$ cat config.mk
export PLATFORM = sky130hd
export DESIGN_NAME = lwm_wl_mpc
export DESIGN_NICKNAME = d
export VERILOG_FILES = /design/src/common/lwm_pkg.sv /design/src/common/lwm_cmd_if.sv /design/src/hdl/lwm_cmd_dec.sv /design/src/hdl/lwm_wl_mpc.sv
export SDC_FILE = /design/constraint.sdc
export NUM_CORES = 1
export LEC_CHECK = 0
export ABC_AREA = 1
export ABC_CLOCK_PERIOD_IN_PS = 2250
export BUFFER_PORTS_ARGS = -buffer_cell sky130_fd_sc_hd__buf_2
export CAP_MARGIN = 20
export CORE_MARGIN = 5
export CORE_UTILIZATION = 55
export CTS_CLUSTER_DIAMETER = 80
export DETAILED_ROUTE_END_ITERATION = 10
export HOLD_SLACK_MARGIN = 0.02
export PLACE_DENSITY = 0.78
export RECOVER_POWER = 100
export SYNTH_ARGS = -nofsm -noshare
export SYNTH_HDL_FRONTEND = slang
export SYNTH_HIERARCHICAL = 1
export SYNTH_SLANG_ARGS = --single-unit
$ cat constraint.sdc
create_clock -name sys_clk_i -period 2.25 [get_ports sys_clk_i]
set_clock_uncertainty 0.05 [all_clocks]
set_input_delay 0.1125 -clock sys_clk_i [delete_from_list [all_inputs] [get_ports sys_clk_i]]
set_output_delay 0.1125 -clock sys_clk_i [all_outputs]
set_load 0.01 [all_outputs]
$ cat src/common/lwm_pkg.sv
`default_nettype none
package lwm_pkg;

  // Mode register that holds the leveling enable
  localparam logic [5:0]  MR_LEVEL_ADDR = 6'h02;
  localparam int unsigned MR_LEVEL_BIT  = 7;

  // First-edge CA[4:0] codes of the two-edge commands (CS high)
  localparam logic [4:0] CA_MRW1 = 5'h06;
  localparam logic [4:0] CA_MRW2 = 5'h16;
  localparam logic [4:0] CA_MPC  = 5'h00;
  localparam logic [4:0] CA_CAS2 = 5'h12;

  // Training operands of the multipurpose command
  localparam logic [6:0] OP_RD_FIFO   = 7'h41;
  localparam logic [6:0] OP_RD_CAL    = 7'h43;
  localparam logic [6:0] OP_WR_FIFO   = 7'h47;
  localparam logic [6:0] OP_OSC_START = 7'h4B;
  localparam logic [6:0] OP_OSC_STOP  = 7'h4D;
  localparam logic [6:0] OP_ZQ_START  = 7'h4F;
  localparam logic [6:0] OP_ZQ_LATCH  = 7'h51;

  // Timing
  localparam int unsigned SYS_CLK_PS      = 8000;
  localparam int unsigned FB_DELAY_MAX_NS = 20;
  localparam int unsigned FB_DELAY_RAW    = FB_DELAY_MAX_NS * 1000 / SYS_CLK_PS;
  localparam int unsigned FB_DELAY_CYC    = (FB_DELAY_RAW < 1) ? 1 : FB_DELAY_RAW;
  localparam logic [5:0]  FIRST_EDGE_TCK  = 6'h28;

  // Reset values
  localparam logic       OSC_RESET = 1'b0;
  localparam logic       WL_RESET  = 1'b0;

  typedef enum logic [3:0] {
    MPC_NOP, MPC_RD_FIFO, MPC_RD_CAL, MPC_WR_FIFO, MPC_OSC_START,
    MPC_OSC_STOP, MPC_ZQ_START, MPC_ZQ_LATCH, MPC_RSVD
  } lwm_mpc_t;

  function automatic lwm_mpc_t lwm_mpc_decode(input logic [6:0] op);
    lwm_mpc_t k;
    k = MPC_RSVD;
    if (!op[6])
      k = MPC_NOP;
    else
      case (op)
        OP_RD_FIFO:   k = MPC_RD_FIFO;
        OP_RD_CAL:    k = MPC_RD_CAL;
        OP_WR_FIFO:   k = MPC_WR_FIFO;
        OP_OSC_START: k = MPC_OSC_START;
        OP_OSC_STOP:  k = MPC_OSC_STOP;
        OP_ZQ_START:  k = MPC_ZQ_START;
        OP_ZQ_LATCH:  k = MPC_ZQ_LATCH;
        default:      k = MPC_RSVD;
      endcase
    return k;
  endfunction : lwm_mpc_decode

  function automatic logic lwm_needs_cas2(input lwm_mpc_t k);
    return (k == MPC_RD_FIFO) || (k == MPC_RD_CAL) || (k == MPC_WR_FIFO);
  endfunction : lwm_needs_cas2

endpackage : lwm_pkg
`default_nettype wire

$ cat src/common/lwm_cmd_if.sv
`timescale 1ns/100ps
`default_nettype none
interface lwm_cmd_if;
  logic       mrw_v;    // Mode register write complete
  logic [5:0] mr_addr;  // Its address
  logic [7:0] mr_op;    // Its operand
  logic       mpc_v;    // Multipurpose command complete
  logic       cas2_v;   // CAS-2 second edge
  logic [6:0] cmd_op;   // Operand of the completed command
  logic       other_v;  // Any other command seen

  modport dec  (output mrw_v, mr_addr, mr_op, mpc_v, cas2_v, cmd_op, other_v);
  modport core (input  mrw_v, mr_addr, mr_op, mpc_v, cas2_v, cmd_op, other_v);
endinterface : lwm_cmd_if
`default_nettype wire

$ cat src/hdl/lwm_cmd_dec.sv
`timescale 1ns/100ps
`default_nettype none
module lwm_cmd_dec (
  input  wire logic       clk_i,    // System clock
  input  wire logic       rst_n_i,  // Synchronised reset, active low
  input  wire logic       edge_i,   // Link clock rising edge seen
  input  wire logic       cs_i,     // Synchronised chip select
  input  wire logic [5:0] ca_i,     // Synchronised command/address
  lwm_cmd_if.dec          bus       // Decoded commands
);

  typedef enum logic [2:0] {
    ST_IDLE, ST_MRW1, ST_MRW2, ST_MPC, ST_CAS2, ST_SKIP
  } lwm_dec_st_t;

  lwm_dec_st_t st_reg, st_next;
  logic       hi_reg, hi_next;
  logic [5:0] ma_reg, ma_next;
  logic       op7_reg, op7_next;
  logic [6:0] out_reg, out_next;
  logic       mrw_reg, mrw_next;
  logic       mpc_reg, mpc_next;
  logic       cas2_reg, cas2_next;
  logic       oth_reg, oth_next;

  always_comb
  begin
    st_next   = st_reg;
    hi_next   = hi_reg;
    ma_next   = ma_reg;
    op7_next  = op7_reg;
    out_next  = out_reg;
    mrw_next  = 1'b0;
    mpc_next  = 1'b0;
    cas2_next = 1'b0;
    oth_next  = 1'b0;
    if (edge_i)
      unique case (st_reg)
        ST_IDLE:
          if (cs_i)
          begin
            hi_next = ca_i[5];  // see RULE17
            unique case (ca_i[4:0])
              lwm_pkg::CA_MRW1: st_next = ST_MRW1;
              lwm_pkg::CA_MRW2: st_next = ST_MRW2;
              lwm_pkg::CA_MPC:  st_next = ST_MPC;  // see RULE16
              lwm_pkg::CA_CAS2: st_next = ST_CAS2;
              default:
              begin
                oth_next = 1'b1;
                st_next  = ST_SKIP;
              end
            endcase
          end
        ST_MRW1:
        begin
          ma_next  = ca_i;
          op7_next = hi_reg;
          st_next  = ST_IDLE;
        end
        ST_MRW2:
        begin
          mrw_next = 1'b1;
          out_next = {hi_reg, ca_i};
          st_next  = ST_IDLE;
        end
        ST_MPC:
        begin
          mpc_next = 1'b1;
          out_next = {hi_reg, ca_i};  // see RULE16
          st_next  = ST_IDLE;
        end
        ST_CAS2:
        begin
          cas2_next = 1'b1;
          out_next  = {hi_reg, ca_i};
          st_next   = ST_IDLE;
        end
        ST_SKIP: st_next = ST_IDLE;
        default: st_next = ST_IDLE;
      endcase
  end

  always_ff @(posedge clk_i or negedge rst_n_i)
  begin
    if (!rst_n_i)
    begin
      st_reg   <= ST_IDLE;
      hi_reg   <= 1'b0;
      ma_reg   <= 6'h00;
      op7_reg  <= 1'b0;
      out_reg  <= 7'h00;
      mrw_reg  <= 1'b0;
      mpc_reg  <= 1'b0;
      cas2_reg <= 1'b0;
      oth_reg  <= 1'b0;
    end
    else
    begin
      st_reg   <= st_next;
      hi_reg   <= hi_next;
      ma_reg   <= ma_next;
      op7_reg  <= op7_next;
      out_reg  <= out_next;
      mrw_reg  <= mrw_next;
      mpc_reg  <= mpc_next;
      cas2_reg <= cas2_next;
      oth_reg  <= oth_next;
    end
  end

  assign bus.mrw_v   = mrw_reg;
  assign bus.mr_addr = ma_reg;
  assign bus.mr_op   = {op7_reg, out_reg};
  assign bus.mpc_v   = mpc_reg;
  assign bus.cas2_v  = cas2_reg;
  assign bus.cmd_op  = out_reg;
  assign bus.other_v = oth_reg;
endmodule : lwm_cmd_dec
`default_nettype wire

$ cat src/hdl/lwm_wl_mpc.sv
// Behaviour
// RULE1 - Setting leveling bit seven of register two enters write leveling.
// RULE2 - Data pins may be undefined after entry until feedback appears.
// RULE3 - During leveling the controller sends only deselects or the exit write.
// RULE4 - Clearing that bit by a register write leaves write leveling.
// RULE5 - Each strobe rise samples clock level onto all eight bits of its byte.
// RULE6 - Bytes level independently; channels enter and leave leveling independently.
// RULE7 - Controller drives strobe idle no earlier than twenty clocks after entry.
// RULE8 - Controller gives first strobe edge at least forty clocks after entry.
// RULE9 - At least two strobe pulses; each new edge overwrites the captured level.
// RULE10 - Feedback appears on data bits within zero to twenty ns.
// RULE11 - Controller adjusts strobe delay from feedback, repeats, then exits.
// RULE12 - Clock may stop outside strobe toggling, true low, complement high, select low.
// RULE13 - Running clock of max 7.5ns or four clocks around each strobe burst.
// RULE14 - Clock may stop or change between stable frequencies during leveling.
// RULE15 - Finish write leveling before strobe-to-data write training.
// RULE16 - Multipurpose command recognised from select and CA; seven operand bits decoded.
// RULE17 - Top operand bit read on first edge; zero is no operation.
// RULE18 - FIFO and calibration commands are followed at once by CAS-2.
// RULE19 - Training latency counts from the second edge of the paired CAS-2.
// RULE20 - CAS-2 after a training read or write carries all-zero operands.
// RULE21 - Oscillator and impedance calibration commands act alone, without CAS-2.
// RULE22 - Training operand codes decode as listed; all other codes are reserved. Code: codes with top bit clear decode as no operation.
// RULE23 - Feedback bit high for sampled clock high, low for sampled low.
`timescale 1ns/100ps
`default_nettype none
module lwm_wl_mpc #(
  parameter int unsigned BYTES = 2  // Strobe lanes in this channel
) (
  input  wire logic               sys_clk_i,         // System clock, 125 MHz
  input  wire logic               nrst_i,            // Async reset, active low
  input  wire logic               ck_t_i,            // Link clock, true line
  input  wire logic               cs_i,              // Chip select
  input  wire logic [5:0]         ca_i,              // Command/address
  input  wire logic [BYTES-1:0]   dqs_t_i,           // Strobes, true lines
  output var  logic [8*BYTES-1:0] dq_o,              // Data pin drive value
  output var  logic [8*BYTES-1:0] dq_oe_o,           // Data pin enable
  output var  logic               wl_active_o,       // Write leveling active
  output var  logic               train_wr_start_o,  // FIFO write latency start
  output var  logic               train_rd_start_o,  // FIFO read latency start
  output var  logic               rdcal_start_o,     // Read calibration start
  output var  logic               osc_run_o,         // Strobe oscillator running
  output var  logic               zq_start_o,        // Impedance cal start pulse
  output var  logic               zq_latch_o,        // Impedance cal latch pulse
  output var  logic               cmd_err_o          // Protocol error pulse
);

  localparam int unsigned DQW    = 8 * BYTES;
  localparam int unsigned SW     = 8 + BYTES;
  localparam int          FB_CYC = int'(lwm_pkg::FB_DELAY_CYC);

  if (BYTES < 1 || BYTES > 4)
  begin : g_bad_bytes
    $error("BYTES must be 1 to 4");
  end

  logic [1:0] rst_sync_reg;
  logic       rst_n;

  always_ff @(posedge sys_clk_i or negedge nrst_i)
  begin
    if (!nrst_i)
      rst_sync_reg <= 2'h0;
    else
      rst_sync_reg <= {rst_sync_reg[0], 1'b1};
  end
  assign rst_n = rst_sync_reg[1];

  // Third stage is history for edge detection only
  logic [SW-1:0]    pin_s1_reg, pin_s2_reg, pin_s3_reg;
  logic             ck_lvl, ck_rise;
  logic [BYTES-1:0] dqs_rise;

  always_ff @(posedge sys_clk_i or negedge rst_n)
  begin
    if (!rst_n)
    begin
      pin_s1_reg <= '0;
      pin_s2_reg <= '0;
      pin_s3_reg <= '0;
    end
    else
    begin
      pin_s1_reg <= {ck_t_i, cs_i, ca_i, dqs_t_i};
      pin_s2_reg <= pin_s1_reg;
      pin_s3_reg <= pin_s2_reg;
    end
  end

  assign ck_lvl   = pin_s2_reg[SW-1];
  assign ck_rise  = ck_lvl & ~pin_s3_reg[SW-1];
  assign dqs_rise = pin_s2_reg[BYTES-1:0] & ~pin_s3_reg[BYTES-1:0];

  lwm_cmd_if cmd ();

  lwm_cmd_dec u_dec (
    .clk_i   (sys_clk_i),
    .rst_n_i (rst_n),
    .edge_i  (ck_rise),
    .cs_i    (pin_s2_reg[SW-2]),
    .ca_i    (pin_s2_reg[SW-3:BYTES]),
    .bus     (cmd.dec)
  );

  logic             wl_reg, wl_next;
  logic [5:0]       cnt_reg, cnt_next;
  logic [DQW-1:0]   dq_reg, dq_next;
  logic [DQW-1:0]   oe_reg, oe_next;
  lwm_pkg::lwm_mpc_t pend_reg, pend_next;
  lwm_pkg::lwm_mpc_t mpc_k;
  logic             osc_reg, osc_next;
  logic             wrs_reg, wrs_next;
  logic             rds_reg, rds_next;
  logic             cal_reg, cal_next;
  logic             zqs_reg, zqs_next;
  logic             zql_reg, zql_next;
  logic             err_reg, err_next;

  always_comb
  begin
    wl_next   = wl_reg;
    cnt_next  = cnt_reg;
    dq_next   = dq_reg;
    pend_next = pend_reg;
    osc_next  = osc_reg;
    wrs_next  = 1'b0;
    rds_next  = 1'b0;
    cal_next  = 1'b0;
    zqs_next  = 1'b0;
    zql_next  = 1'b0;
    err_next  = 1'b0;
    mpc_k     = lwm_pkg::lwm_mpc_decode(cmd.cmd_op);  // see RULE22

    if (cmd.mrw_v && cmd.mr_addr == lwm_pkg::MR_LEVEL_ADDR)
    begin
      wl_next  = cmd.mr_op[lwm_pkg::MR_LEVEL_BIT];  // see RULE1 RULE4
      cnt_next = 6'h00;
    end
    // Only deselects and register writes are legal while leveling
    if (wl_reg && (cmd.mpc_v || cmd.cas2_v || cmd.other_v))
      err_next = 1'b1;  // see RULE3
    // Counts clock edges only; a stopped clock simply pauses it
    if (wl_reg && ck_rise && cnt_reg != lwm_pkg::FIRST_EDGE_TCK)
      cnt_next = cnt_reg + 6'h01;

    for (int b = 0; b < BYTES; b++)
      if (wl_reg && dqs_rise[b])
      begin
        dq_next[8*b +: 8] = {8{ck_lvl}};  // see RULE5 RULE6 RULE9 RULE10 RULE23
        if (cnt_reg != lwm_pkg::FIRST_EDGE_TCK)
          err_next = 1'b1;  // see RULE8
      end
    // Driven low from entry until the first strobe edge
    if (!wl_next)
      dq_next = '0;  // see RULE2
    oe_next = {DQW{wl_next}};

    if (cmd.mpc_v)
    begin
      if (pend_reg != lwm_pkg::MPC_NOP)
        err_next = 1'b1;  // see RULE18
      if (mpc_k == lwm_pkg::MPC_RSVD)
        err_next = 1'b1;  // see RULE22
      pend_next = lwm_pkg::lwm_needs_cas2(mpc_k) ? mpc_k : lwm_pkg::MPC_NOP;
      if (mpc_k == lwm_pkg::MPC_OSC_START)
        osc_next = 1'b1;  // see RULE21
      if (mpc_k == lwm_pkg::MPC_OSC_STOP)
        osc_next = 1'b0;  // see RULE21
      zqs_next = (mpc_k == lwm_pkg::MPC_ZQ_START);  // see RULE21
      zql_next = (mpc_k == lwm_pkg::MPC_ZQ_LATCH);  // see RULE21
    end
    if (cmd.cas2_v && pend_reg != lwm_pkg::MPC_NOP)
    begin
      wrs_next  = (pend_reg == lwm_pkg::MPC_WR_FIFO);  // see RULE19
      rds_next  = (pend_reg == lwm_pkg::MPC_RD_FIFO);  // see RULE19
      cal_next  = (pend_reg == lwm_pkg::MPC_RD_CAL);   // see RULE19
      pend_next = lwm_pkg::MPC_NOP;
      if (cmd.cmd_op != 7'h00)
        err_next = 1'b1;  // see RULE20
    end
    // Any command but CAS-2 breaks the pairing; the training command is dropped
    if ((cmd.mrw_v || cmd.other_v) && pend_reg != lwm_pkg::MPC_NOP)
    begin
      err_next  = 1'b1;  // see RULE18
      pend_next = lwm_pkg::MPC_NOP;
    end
  end

  always_ff @(posedge sys_clk_i or negedge rst_n)
  begin
    if (!rst_n)
    begin
      wl_reg   <= lwm_pkg::WL_RESET;
      cnt_reg  <= 6'h00;
      dq_reg   <= '0;
      oe_reg   <= '0;
      pend_reg <= lwm_pkg::MPC_NOP;
      osc_reg  <= lwm_pkg::OSC_RESET;
      wrs_reg  <= 1'b0;
      rds_reg  <= 1'b0;
      cal_reg  <= 1'b0;
      zqs_reg  <= 1'b0;
      zql_reg  <= 1'b0;
      err_reg  <= 1'b0;
    end
    else
    begin
      wl_reg   <= wl_next;
      cnt_reg  <= cnt_next;
      dq_reg   <= dq_next;
      oe_reg   <= oe_next;
      pend_reg <= pend_next;
      osc_reg  <= osc_next;
      wrs_reg  <= wrs_next;
      rds_reg  <= rds_next;
      cal_reg  <= cal_next;
      zqs_reg  <= zqs_next;
      zql_reg  <= zql_next;
      err_reg  <= err_next;
    end
  end

  assign dq_o             = dq_reg;
  assign dq_oe_o          = oe_reg;
  assign wl_active_o      = wl_reg;
  assign train_wr_start_o = wrs_reg;
  assign train_rd_start_o = rds_reg;
  assign rdcal_start_o    = cal_reg;
  assign osc_run_o        = osc_reg;
  assign zq_start_o       = zqs_reg;
  assign zq_latch_o       = zql_reg;
  assign cmd_err_o        = err_reg;
endmodule : lwm_wl_mpc
`default_nettype wire

# Yosys cells after proc, flatten, opt, wreduce, memory -nomap -nowiden
# Index checks and enable logic that the tools add are counted.
# word_totals
register_bits,89
elab_cells,131
output_inout_bits,40
# classes
n_bitwise,4
reduce_logical,27
n_eq_ne,30
n_addsub,1
muxes,43
# ops
operator,n
"== test 7 bit, second input constant",7
2-to-1 mux 1 bit,29
case mux 4 bit (7 select lines),1
2-to-1 mux 4 bit,5
"== test 4 x 2 -> 1 bit, second input constant",4
"== test 4 x 3 -> 1 bit, second input constant",4
2-to-1 mux 16 bit,1
2-to-1 mux 8 bit,2
2-to-1 mux 6 bit,2
case mux 3 bit (4 select lines),1
"== test 5 bit, second input constant",2
"== test 4 x 1 -> 1 bit, second input constant",2
logical AND 1 bit,8
AND reduction 2 bit,4
nonzero test 7 bit,1
"adder 6 x 1 -> 6 bit, second input constant",1
"== test 3 x 2 -> 1 bit, second input constant",2
"== test 6 x 2 -> 1 bit, second input constant",1
2-to-1 mux 3 bit,2
"inequality test 6 bit, second input constant",1
"== test 5 x 3 -> 1 bit, second input constant",1
logical NOT 5 bit,1
logical OR 1 bit,5
"== test 4 bit, second input constant",1
15 further kinds,17

# Logic depth before layout (Yosys ltp)
# Gate-level depths: netlist of the first run.
# depth
ltp_word,14
depth_mapped,9

# Hierarchy
# The synthesis of the first run kept the hierarchy.
# by_module_without_submodules
mod,cells_each,area_per_inst_um2,n_inst
lwm_wl_mpc,208,2016.9,1
lwm_cmd_dec,112,1009.7,1

# Worst setup path after synthesis of the first run
# OpenSTA, ideal clock, no wires.
# synth_path
kind,register -> register
start,reg pin_s2_reg[9]
end,reg u_dec.ma_reg[4] (netlist: u_dec/bus.mr_addr[4])
setup_ns,0.117
path_slack_ns,0.874
t_arrival_ns,1.209
path_stages_with_launch,9
path_buffers,1
required_time_ns,2.083
cell_sequence,dfrtp_1 inv_1 nor2_1 inv_2 nor2_4 nand2_2 buf_6 nand2_1 o21ai_2
# synth_between
elab_chain_cells,2
# synth_rtl
element,line,source
start: declaration,lwm_wl_mpc.sv:70,"logic [SW-1:0] pin_s1_reg, pin_s2_reg, pin_s3_reg;"
start signal: assignment,lwm_wl_mpc.sv:85,pin_s2_reg <= pin_s1_reg;
bitwise AND 1 bit,lwm_wl_mpc.sv:91,assign ck_rise = ck_lvl & ~pin_s3_reg[SW-1];
net ck_rise,lwm_wl_mpc.sv:71,"logic ck_lvl, ck_rise;"
AND reduction 2 bit (no source line),n/a,
end signal: assignment,lwm_cmd_dec.sv:102,ma_reg <= ma_next;
end: declaration,lwm_cmd_dec.sv:18,"logic [5:0] ma_reg, ma_next;"
# The timed path passes the listed nets, and every way through them passes these cells.
# A chain may end at the register's enable or synchronous reset.

# Final worst setup path of the first run
# layout_path
start,reg pin_s2_reg[9]
end,reg u_dec.out_reg[2] (netlist: u_dec/bus.cmd_op[2])
# layout_between
elab_chain_cells,2
# layout_rtl
element,line,source
bitwise AND 1 bit,lwm_wl_mpc.sv:91,
net ck_rise,lwm_wl_mpc.sv:71,
AND reduction 2 bit (no source line),n/a,
end signal: assignment,lwm_cmd_dec.sv:104,out_reg <= out_next;
end: declaration,lwm_cmd_dec.sv:20,"logic [6:0] out_reg, out_next;"
# The timed path passes the listed nets, and every way through them passes these cells.

==> results of run 1 <==
## worst max-delay path by stage
| stage | start | end | depth (start not counted) |
|---|---|---|---|
| 6_report | pin_s2_reg[9] | u_dec/bus.cmd_op[2] | 8 |
| 5_1_grt | pin_s2_reg[9] | u_dec/bus.cmd_op[2] | 8 |
| 4_1_cts | pin_s2_reg[9] | u_dec/bus.mr_addr[4] | 7 |
| 3_5_place_dp | pin_s2_reg[9] | u_dec/bus.mr_addr[4] | 7 |
| 3_3_place_gp | pin_s2_reg[9] | u_dec/bus.mr_addr[4] | 7 |
| 2_1_floorplan | rst_sync_reg[1] | cmd_err_o | 0 |
## power by group
part | internal, mW | total (mW) | switching (mW)
logic | 0.163 | 0.393 | 0.231
registers | 1.36 | 1.50 | 0.143
clock network | 0.653 | 1.11 | 0.453
## cell type report
type / count / area [sq um]
Clock inverter: 6 / 88.8
Inverter: 31 / 118
Fill cell: 443 / 1850
Timing Repair Buffer: 64 / 345
Sequential cell: 67 / 1680
Clock buffer: 10 / 138
Multi-Input combinational cell: 183 / 868
Tap cell: 70 / 87.6
## stage by stage
stage | instances | cell area [sq um] | worst slack [ps] | hold slack [ps] | util [%]
after global routing | 431 | 3320 | 326 | 308 | 64.2
after CTS | 431 | 3440 | 598 | 173 | 66.5
after global placement | 403 | 3090 | 663 | -153 | 59.8
after floorplan | 313 | 2970 | 196 | -233 | -
after detailed placement | 403 | 3090 | 617 | -149 | 59.8
final | 431 | 3320 | 476 | 277 | 64.2
## layer usage
| layer | part of all wire, % | up-vias | global-route usage (%) | wire (microns) |
|---|---|---|---|---|
| li1 | - | 1042 | - | - |
| met1 | 44 | 948 | 20.3 | 2250 |
| met3 | 6.0 | 14 | 4.74 | 302 |
| met2 | 46 | 48 | 24.6 | 2350 |
| met5 | 0 | - | 0 | 0 |
| met4 | 3.2 | 0 | 9.80 | 162 |
## timing repair
| action | in CTS | in global routing |
|---|---|---|
| buffers inserted | 0 | 0 |
| hold buffers | 12 | 0 |
| endpoints found under the hold margin | 12 | 0 |
## worst max-delay path: stages (launching register included)
cell     delay [ps]
dfrtp_1         410
inv_1            50
nor2_1          290
inv_1           180
nor2_4          150
nand2_1         260
nand2_4         200
nand2_1          70
nand2_1          50
==> impl_metrics.py, run 1 <==
metrics = {
    "setup_path": {
        "end_kind": "flip-flop",
        "path_class": "reg -> reg",
        "crit_required_ps": 2480,
        "critical_path.startpoint_type": "flip-flop",
        "worst-endpoint-arrival_ps": 2000,
        "r2r.worst_path.cells": 8,
        "rr_startpoint": "pin_s2_reg[9]",
        "setup.reg_to_reg.worst_slack_ps": 480,
        "crit_fanout": 10,
        "critical_register_to_register_path_endpoint": "u_dec/bus.cmd_op[2]",
    },
    "timing": {
        "hold_viol_final": 0,
        "finalSetupViolations": 0,
        "worstMarginPinSlew_ps": 781,
        "timing.final.max_slew_violations": 0,
        "fmax_mhz": 564,
        "final.setup.tns_ps": 0,
        "rsz0062_at_grt": "false",
        "min_period_over_period_pct": 78.8,
        "timing.final.crit_period_ps": 1770,
        "maxSlewHeadroom_pct": 47.9,
    },
    "clock_network": {
        "cts_inserted_buffers": 9,
        "clk_root_buffer_cell": "clkbuf_8",
        "skew_pair_late_insertion_delay_ps": 340,
        "ctsLongestPathBuffers": 2,
        "cts_tree": "done",
        "post_cts_resize_count": 0,
        "cts.reportedPaths.clkPinSlew_ps": 70,
        "htree_levels": 3,
        "clkSinkCount": 67,
    },
    "final_layout": {
        "synthToLayoutAreaGrowth_pct": 11.7,
        "most_frequent_cells_in_the_layout": "77 x nand2_1, 67 x dfrtp_1, 40 x clkbuf_1, 36 x nor2_1, 27 x inv_1",
        "num-nets-final": 370,
        "final_common_cell": "nand2_1",
        "antenna-diode-count": 0,
        "final_layout_size_suffix_gt1_share_pct": 12.5,
    },
    "synthesis": {
        "syn_nets": 327,
        "synth.yosys.warnings": 6,
        "syn-instance-count": 313,
        "post_synth_instance_area_sq_mm": 0.00297,
        "syn_avg_cell_area_sq_um": 9.50,
    },
    "outcome": {
        "outcome": "completed",
    },
    "power_and_ir_drop": {
        "power.total_mw": 3.00,
        "total_leakage_power_nw": 1.63,
        "vdd_ir_drop_max_mv": 0.500,
        "power_per_cell_area_mw_per_mm2": 904,
    },
    "routing": {
        "routedWlPerCell_microns": 11.8,
        "route.final.wire_length_microns": 5070,
        "drt.antenna.violating_nets": 0,
        "route.detailed.drc": 0,
        "detailedRoute.firstPassIterationCount": 4,
        "initialDrtViolationCount": 93,
        "post_drt_via_cell_ratio": 4.76,
        "vias": 2052,
    },
    "grt": {
        "global_route.overflow_total": 0,
        "antenna_found_initial": 0,
        "largest_net_degree_at_the_start_of_global_routing": 48,
        "grt_util_all_layers_pct": 16.2,
        "grt_pass1_wl_microns": 9030,
        "first_global_vias": 2001,
    },
    "floorplan": {
        "fp.coreArea_sq_mm": 0.00517,
        "rows": 26,
        "initial_utilization_pct": 57.5,
        "die_height_microns": 83.5,
        "fp.dieW_microns": 83.5,
        "die_area_sq_mm": 0.00698,
        "pin_count": 52,
    },
    "job": {
        "drv_cap": 0,
    },
    "hold_path": {
        "hp-class": "reg -> async",
    },
    "place": {
        "hpwl_microns": 3590,
        "port_buffers": 51,
        "routability_congestion_estimate_from_global_placement": 0.810,
    },
}
Note: power is estimated with default switching activity, not from simulation.
==> run 2: changes to the inputs <==
--- a/config.mk
+++ b/config.mk
@@ -5,8 +5,8 @@
 export SDC_FILE = /design/constraint.sdc
 export NUM_CORES = 1
 export LEC_CHECK = 0
-export ABC_AREA = 1
-export ABC_CLOCK_PERIOD_IN_PS = 2250
+export ABC_AREA = 0
+export ABC_CLOCK_PERIOD_IN_PS = 1800
 export BUFFER_PORTS_ARGS = -buffer_cell sky130_fd_sc_hd__buf_2
 export CAP_MARGIN = 20
 export CORE_MARGIN = 5
@@ -14,7 +14,7 @@
 export CTS_CLUSTER_DIAMETER = 80
 export DETAILED_ROUTE_END_ITERATION = 10
 export HOLD_SLACK_MARGIN = 0.02
-export PLACE_DENSITY = 0.78
+export PLACE_DENSITY = 0.79
 export RECOVER_POWER = 100
 export SYNTH_ARGS = -nofsm -noshare
 export SYNTH_HDL_FRONTEND = slang
==> constraint.sdc (replaced) <==
create_clock -name sys_clk_i -period 1.8 [get_ports sys_clk_i]
set_clock_uncertainty 0.05 [all_clocks]
set_input_delay 0.09 -clock sys_clk_i [delete_from_list [all_inputs] [get_ports sys_clk_i]]
set_output_delay 0.09 -clock sys_clk_i [all_outputs]
set_load 0.01 [all_outputs]
==> run 2 against run 1 <==
Synthesized cell count is 27% lower; critical endpoint is now u_dec/bus.mr_addr[4]; utilization down 0.14 points; critical path type unchanged; cell area is 3.4% lower; clock power is 23% higher; maximum frequency increased by 4.1%; final cell count is 19% lower; critical path depth shrank 5; area after synthesis decreased by 6.3%; sequential cell count unchanged.
==> impl_metrics.py, run 2 <==
metrics = {
    "grt": {
        "global_route.overflow_total": 0,
        "largest_net_degree_at_the_start_of_global_routing": 55,
        "grt_pass1_wl_microns": 8050,
        "first_global_vias": 1670,
        "antenna_found_initial": 0,
        "grt_util_all_layers_pct": 16.5,
    },
    "synthesis": {
        "post_synth_instance_area_sq_mm": 0.00279,
        "syn_nets": 241,
        "synth.yosys.warnings": 6,
        "syn_avg_cell_area_sq_um": 12.3,
        "syn-instance-count": 227,
    },
    "setup_path": {
        "end_kind": "flip-flop",
        "critical_path.startpoint_type": "flip-flop",
        "critical_register_to_register_path_endpoint": "u_dec/bus.mr_addr[4]",
        "worst-endpoint-arrival_ps": 1860,
        "r2r.worst_path.cells": 3,
        "crit_fanout": 7,
        "rr_startpoint": "pin_s3_reg[9]",
        "path_class": "reg -> reg",
        "crit_required_ps": 1960,
        "setup.reg_to_reg.worst_slack_ps": 100,
    },
    "power_and_ir_drop": {
        "p_sw_share_pct": 24.0,
        "power.share.clock_pct": 36.9,
        "power_per_cell_area_mw_per_mm2": 1150,
        "total_leakage_power_nw": 1.46,
        "power.sequential.fraction_pct": 51.7,
        "power.internal_mw": 2.81,
        "vdd_ir_drop_max_mv": 0.762,
        "switching_power_uw": 887,
        "p_comb_share_pct": 11.4,
    },
    "timing": {
        "min_period_over_period_pct": 94.7,
        "worstMarginPinSlew_ps": 690,
        "maxSlewHeadroom_pct": 54.0,
        "rsz0062_at_grt": "false",
        "finalSetupViolations": 0,
        "timing.final.max_slew_violations": 0,
        "setup_ws_ps": 96.3,
        "timing.final.crit_period_ps": 1700,
        "fmax_mhz": 587,
        "hold_viol_final": 0,
        "final.setup.tns_ps": 0,
    },
    "place": {
        "pre_cts_slack_ps": 22.5,
        "hpwl_microns": 3240,
        "dp.cells": 320,
        "routability_congestion_estimate_from_global_placement": 0.830,
        "port_buffers": 51,
    },
    "routing": {
        "detailedRoute.firstPassIterationCount": 4,
        "post_drt_via_cell_ratio": 5.05,
        "drt.antenna.violating_nets": 0,
        "routedWlPerCell_microns": 14.2,
        "vias": 1754,
        "route.detailed.drc": 0,
        "initialDrtViolationCount": 126,
        "route.final.wire_length_microns": 4930,
    },
    "clock_network": {
        "post-cts-setup-buffers": 0,
        "htree_levels": 3,
        "clkSinkCount": 67,
        "clk_root_buffer_cell": "clkbuf_8",
        "skew_pair_late_insertion_delay_ps": 330,
        "cts.reportedPaths.clkPinSlew_ps": 70,
        "cts_inserted_buffers": 9,
        "cts_tree": "done",
        "ctsLongestPathBuffers": 2,
    },
    "floorplan": {
        "initial_utilization_pct": 55.6,
        "rows": 26,
        "fp.dieW_microns": 81.2,
        "pin_count": 52,
        "fp.coreArea_sq_mm": 0.00501,
        "die_height_microns": 81.2,
        "die_area_sq_mm": 0.00659,
    },
    "final_layout": {
        "final_layout_size_suffix_gt1_share_pct": 19.1,
        "final-instance-count-excl-fill": 347,
        "antenna-diode-count": 0,
        "most_frequent_cells_in_the_layout": "67 x dfrtp_1, 43 x clkbuf_1, 16 x mux2_2, 12 x dlygate4sd3_1",
        "num-nets-final": 287,
        "synthToLayoutAreaGrowth_pct": 15.2,
        "final_common_cell": "dfrtp_1",
    },
    "outcome": {
        "outcome": "completed",
    },
    "job": {
        "drv_cap": 0,
    },
    "hold_path": {
        "hp-class": "reg -> async",
    },
}
==> run 2: worst max-delay path by stage <==
stage                     slack [ps]              endpoint     startpoint  cells past startpoint
after global placement           110   u_dec/bus.cmd_op[1]  pin_s2_reg[9]                      4
after floorplan                  180   u_dec/bus.cmd_op[0]  pin_s2_reg[9]                      4
after CTS                          6   u_dec/bus.cmd_op[6]  pin_s2_reg[9]                      4
after detailed placement          20   u_dec/bus.cmd_op[6]  pin_s2_reg[9]                      4
after global routing              10            cnt_reg[5]     cnt_reg[0]                      6
final                            100  u_dec/bus.mr_addr[4]  pin_s3_reg[9]                      3
==> run 2: stage by stage <==
| step | utilization [%] | total power [mW] | hold slack (ps) | area, sq um |
|---|---|---|---|---|
| after floorplan | - | 2.22 | -256 | 2790 |
| after CTS | 65.4 | 3.73 | 113 | 3270 |
| after global placement | 58.6 | 2.30 | -175 | 2940 |
| after global routing | 64.1 | 3.88 | 211 | 3210 |
| after detailed placement | 58.6 | 2.34 | -174 | 2940 |
| final | 64.1 | 3.70 | 145 | 3210 |
==> run 2: layer usage <==
layer	vias to the layer above	part of all wire, %	track usage, %
li1	842	-	-
met1	839	47	22.1
met2	67	45	24.6
met3	6	7.2	5.99
met4	0	0.89	6.08
met5	-	0	0
==> run 2: area by class of cell <==
cell class,count,area (sq um)
repair buffers,68,357
flip-flops and latches,67,1680
clock buffers,13,159
multi-input cells,117,833
well taps,70,87.6
inverters,10,37.5
clock inverters,2,60.1
fillers,400,1800
==> run 2: critical path, stage by stage, from the launching register on <==
cell	delay (ps)
dfrtp_1	370
and2b_1	320
and4_1	470
mux2_2	380
==> run 2: what timing repair did <==
item,in CTS,in global routing
setup endpoints to repair,0,7
hold buffers,12,0
resized for setup,0,1
hold endpoints to repair,12,0
==> run 2: power groups by stage <==
stage	logic (mW)	clock network, mW	registers [mW]
after detailed placement	0.402	0	1.94
after CTS	0.425	1.39	1.91
after global routing	0.474	1.46	1.94
after global placement	0.383	0	1.92
after floorplan	0.329	0	1.89
final	0.420	1.37	1.91
==> run 3: changes to the inputs <==
==> constraint.sdc (replaced) <==
create_clock -name sys_clk_i -period 1.8 [get_ports sys_clk_i]
set_clock_uncertainty 0.05 [all_clocks]
set_input_delay 0.09 -clock sys_clk_i [delete_from_list [all_inputs] [get_ports sys_clk_i]]
set_output_delay 0.09 -clock sys_clk_i [all_outputs]
set_load 0.1 [all_outputs]
==> run 3 against run 2 <==
Count of clock-buffer cells in the layout grew 1; utilization grew 0.52 points; global-route usage shrank 1.4 points; worst setup slack gained 18 ps; sequential cell count is the same; die area is the same; register-to-register slack gained 20 ps; wire length shrank 11%; cell area grew 0.82%; via count grew 0.40%; maximum frequency grew 1.1%.
==> impl_metrics.py, run 3 (same netlist as run 2, synthesis figures left out) <==
metrics = {
    "place": {
        "dp.cells": 320,
        "hpwl_microns": 3150,
        "port_buffers": 51,
        "routability_congestion_estimate_from_global_placement": 0.818,
    },
    "timing": {
        "timing.final.crit_period_ps": 1690,
        "timing.final.max_slew_violations": 0,
        "hold_viol_final": 0,
        "rsz0062_at_grt": "false",
        "fmax_mhz": 593,
        "min_period_over_period_pct": 93.7,
        "finalSetupViolations": 0,
        "worstMarginPinSlew_ps": 725,
        "maxSlewHeadroom_pct": 51.7,
        "final.setup.tns_ps": 0,
    },
    "floorplan": {
        "pin_count": 52,
        "fp.coreArea_sq_mm": 0.00501,
        "die_height_microns": 81.2,
        "initial_utilization_pct": 55.6,
        "die_area_sq_mm": 0.00659,
        "fp.dieW_microns": 81.2,
        "rows": 26,
    },
    "power_and_ir_drop": {
        "power.internal_mw": 2.57,
        "p_sw_share_pct": 25.5,
        "vdd_ir_drop_max_mv": 0.689,
        "total_leakage_power_nw": 1.59,
        "p_comb_share_pct": 12.6,
        "power.sequential.fraction_pct": 55.2,
        "power_per_cell_area_mw_per_mm2": 1070,
        "power.share.clock_pct": 32.3,
        "switching_power_uw": 880,
    },
    "clock_network": {
        "clkSinkCount": 67,
        "cts.reportedPaths.clkPinSlew_ps": 70,
        "post-cts-setup-buffers": 0,
        "htree_levels": 3,
        "ctsLongestPathBuffers": 2,
        "skew_pair_late_insertion_delay_ps": 340,
        "clk_root_buffer_cell": "clkbuf_8",
        "cts_inserted_buffers": 9,
        "cts_tree": "done",
    },
    "final_layout": {
        "most_frequent_cells_in_the_layout": "66 x dfrtp_1, 40 x clkbuf_2, 16 x mux2_2, 12 x clkbuf_8, 12 x dlygate4sd3_1",
        "num-nets-final": 287,
        "antenna-diode-count": 0,
        "regArea_sq_mm": 0.00168,
        "synthToLayoutAreaGrowth_pct": 16.2,
        "final_layout_size_suffix_gt1_share_pct": 33.8,
        "final_common_cell": "dfrtp_1",
        "fillCellCount": 398,
        "final-instance-count-excl-fill": 348,
        "multi_input_comb_area_sq_um": 833,
    },
    "routing": {
        "route.final.wire_length_microns": 4390,
        "initialDrtViolationCount": 105,
        "route.detailed.drc": 0,
        "post_drt_via_cell_ratio": 5.06,
        "routedWlPerCell_microns": 12.6,
        "drt.antenna.violating_nets": 0,
        "vias": 1761,
        "detailedRoute.firstPassIterationCount": 4,
    },
    "hold_path": {
        "hp-class": "reg -> async",
    },
    "setup_path": {
        "critical_path.startpoint_type": "flip-flop",
        "crit_required_ps": 1960,
        "crit_fanout": 6,
        "path_class": "reg -> reg",
        "worst-endpoint-arrival_ps": 1850,
        "end_kind": "flip-flop",
    },
    "job": {
        "drv_cap": 0,
    },
    "grt": {
        "global_route.overflow_total": 0,
        "globalRouteMet3Util_pct": 4.32,
        "grt_pass1_wl_microns": 7340,
        "grtUsageMet1_pct": 19.9,
        "top_usage_layer": "met2",
        "antenna_found_initial": 0,
        "first_global_vias": 1590,
        "use_met2_pct": 21.8,
        "largest_net_degree_at_the_start_of_global_routing": 38,
        "grt_util_all_layers_pct": 15.0,
    },
    "outcome": {
        "outcome": "completed",
    },
}
-- run 3: per-stage QoR --
step	power [mW]	instance area [sq um]	setup WS (ps)	hold WS, ps	utilization, %
2_1_floorplan	2.24	2790	14.7	-256	-
3_3_place_gp	2.33	2940	116	-173	58.6
3_5_place_dp	2.35	2940	68.6	-172	58.6
4_1_cts	3.50	3240	59.7	137	64.7
5_1_grt	3.66	3240	30.2	280	64.6
6_report	3.45	3240	114	216	64.6
-- run 3: path summary, 6_finish.rpt --
kind	start	endpoint	slack [ps]	depth (start not counted)
worst max-delay path	cnt_reg[0]	cnt_reg[5]	110	6
worst min-delay path	rst_sync_reg[1]	u_dec/bus.cmd_op[1]	220	0
min in group sys_clk_i	pin_s1_reg[6]	pin_s2_reg[6]	300	0
worst min register to register	rst_sync_reg[1]	u_dec/bus.cmd_op[1]	220	0
max in group asynchronous	rst_sync_reg[1]	dq_oe_o[0]	380	1
worst max register to register	cnt_reg[0]	cnt_reg[5]	110	6
-- run 3: power by group through the flow --
stage	clock network (mW)	registers [mW]	logic (mW)
floorplan	0	1.89	0.349
global placement	0	1.92	0.404
detailed placement	0	1.93	0.418
CTS	1.16	1.90	0.439
global route	1.23	1.94	0.491
finish	1.12	1.91	0.434
-- run 3: metal layers --
metal  part of all wire [%]  vias up
met1                     47      839
met2                     44       60
met5                      0        -
li1                       -      850
met4                    2.3        0
met3                    7.1       12
-- run 3: what timing repair did --
| action | 4_1_cts | 5_1_grt |
|---|---|---|
| gates resized for setup | 0 | 1 |
| setup endpoints to repair | 0 | 7 |
| hold endpoints to repair | 12 | 0 |
| hold buffers | 12 | 0 |
-- run 3: worst max-delay path: stages, from the launching register on --
cell and delay, ps:
dfrtp_1 410, inv_1 80, ha_1 140, nand4b_1 170, o211a_4 300, and3_1 170, a211o_1 260
-- run 3: area by class of cell --
class	instances	area share, %
sequential	67	51.8
multi-input combinational	117	25.7
timing repair buffer	68	12.9
clock buffer	14	5.33
tap	70	2.71
inverter	10	1.16
clock inverter	2	0.309
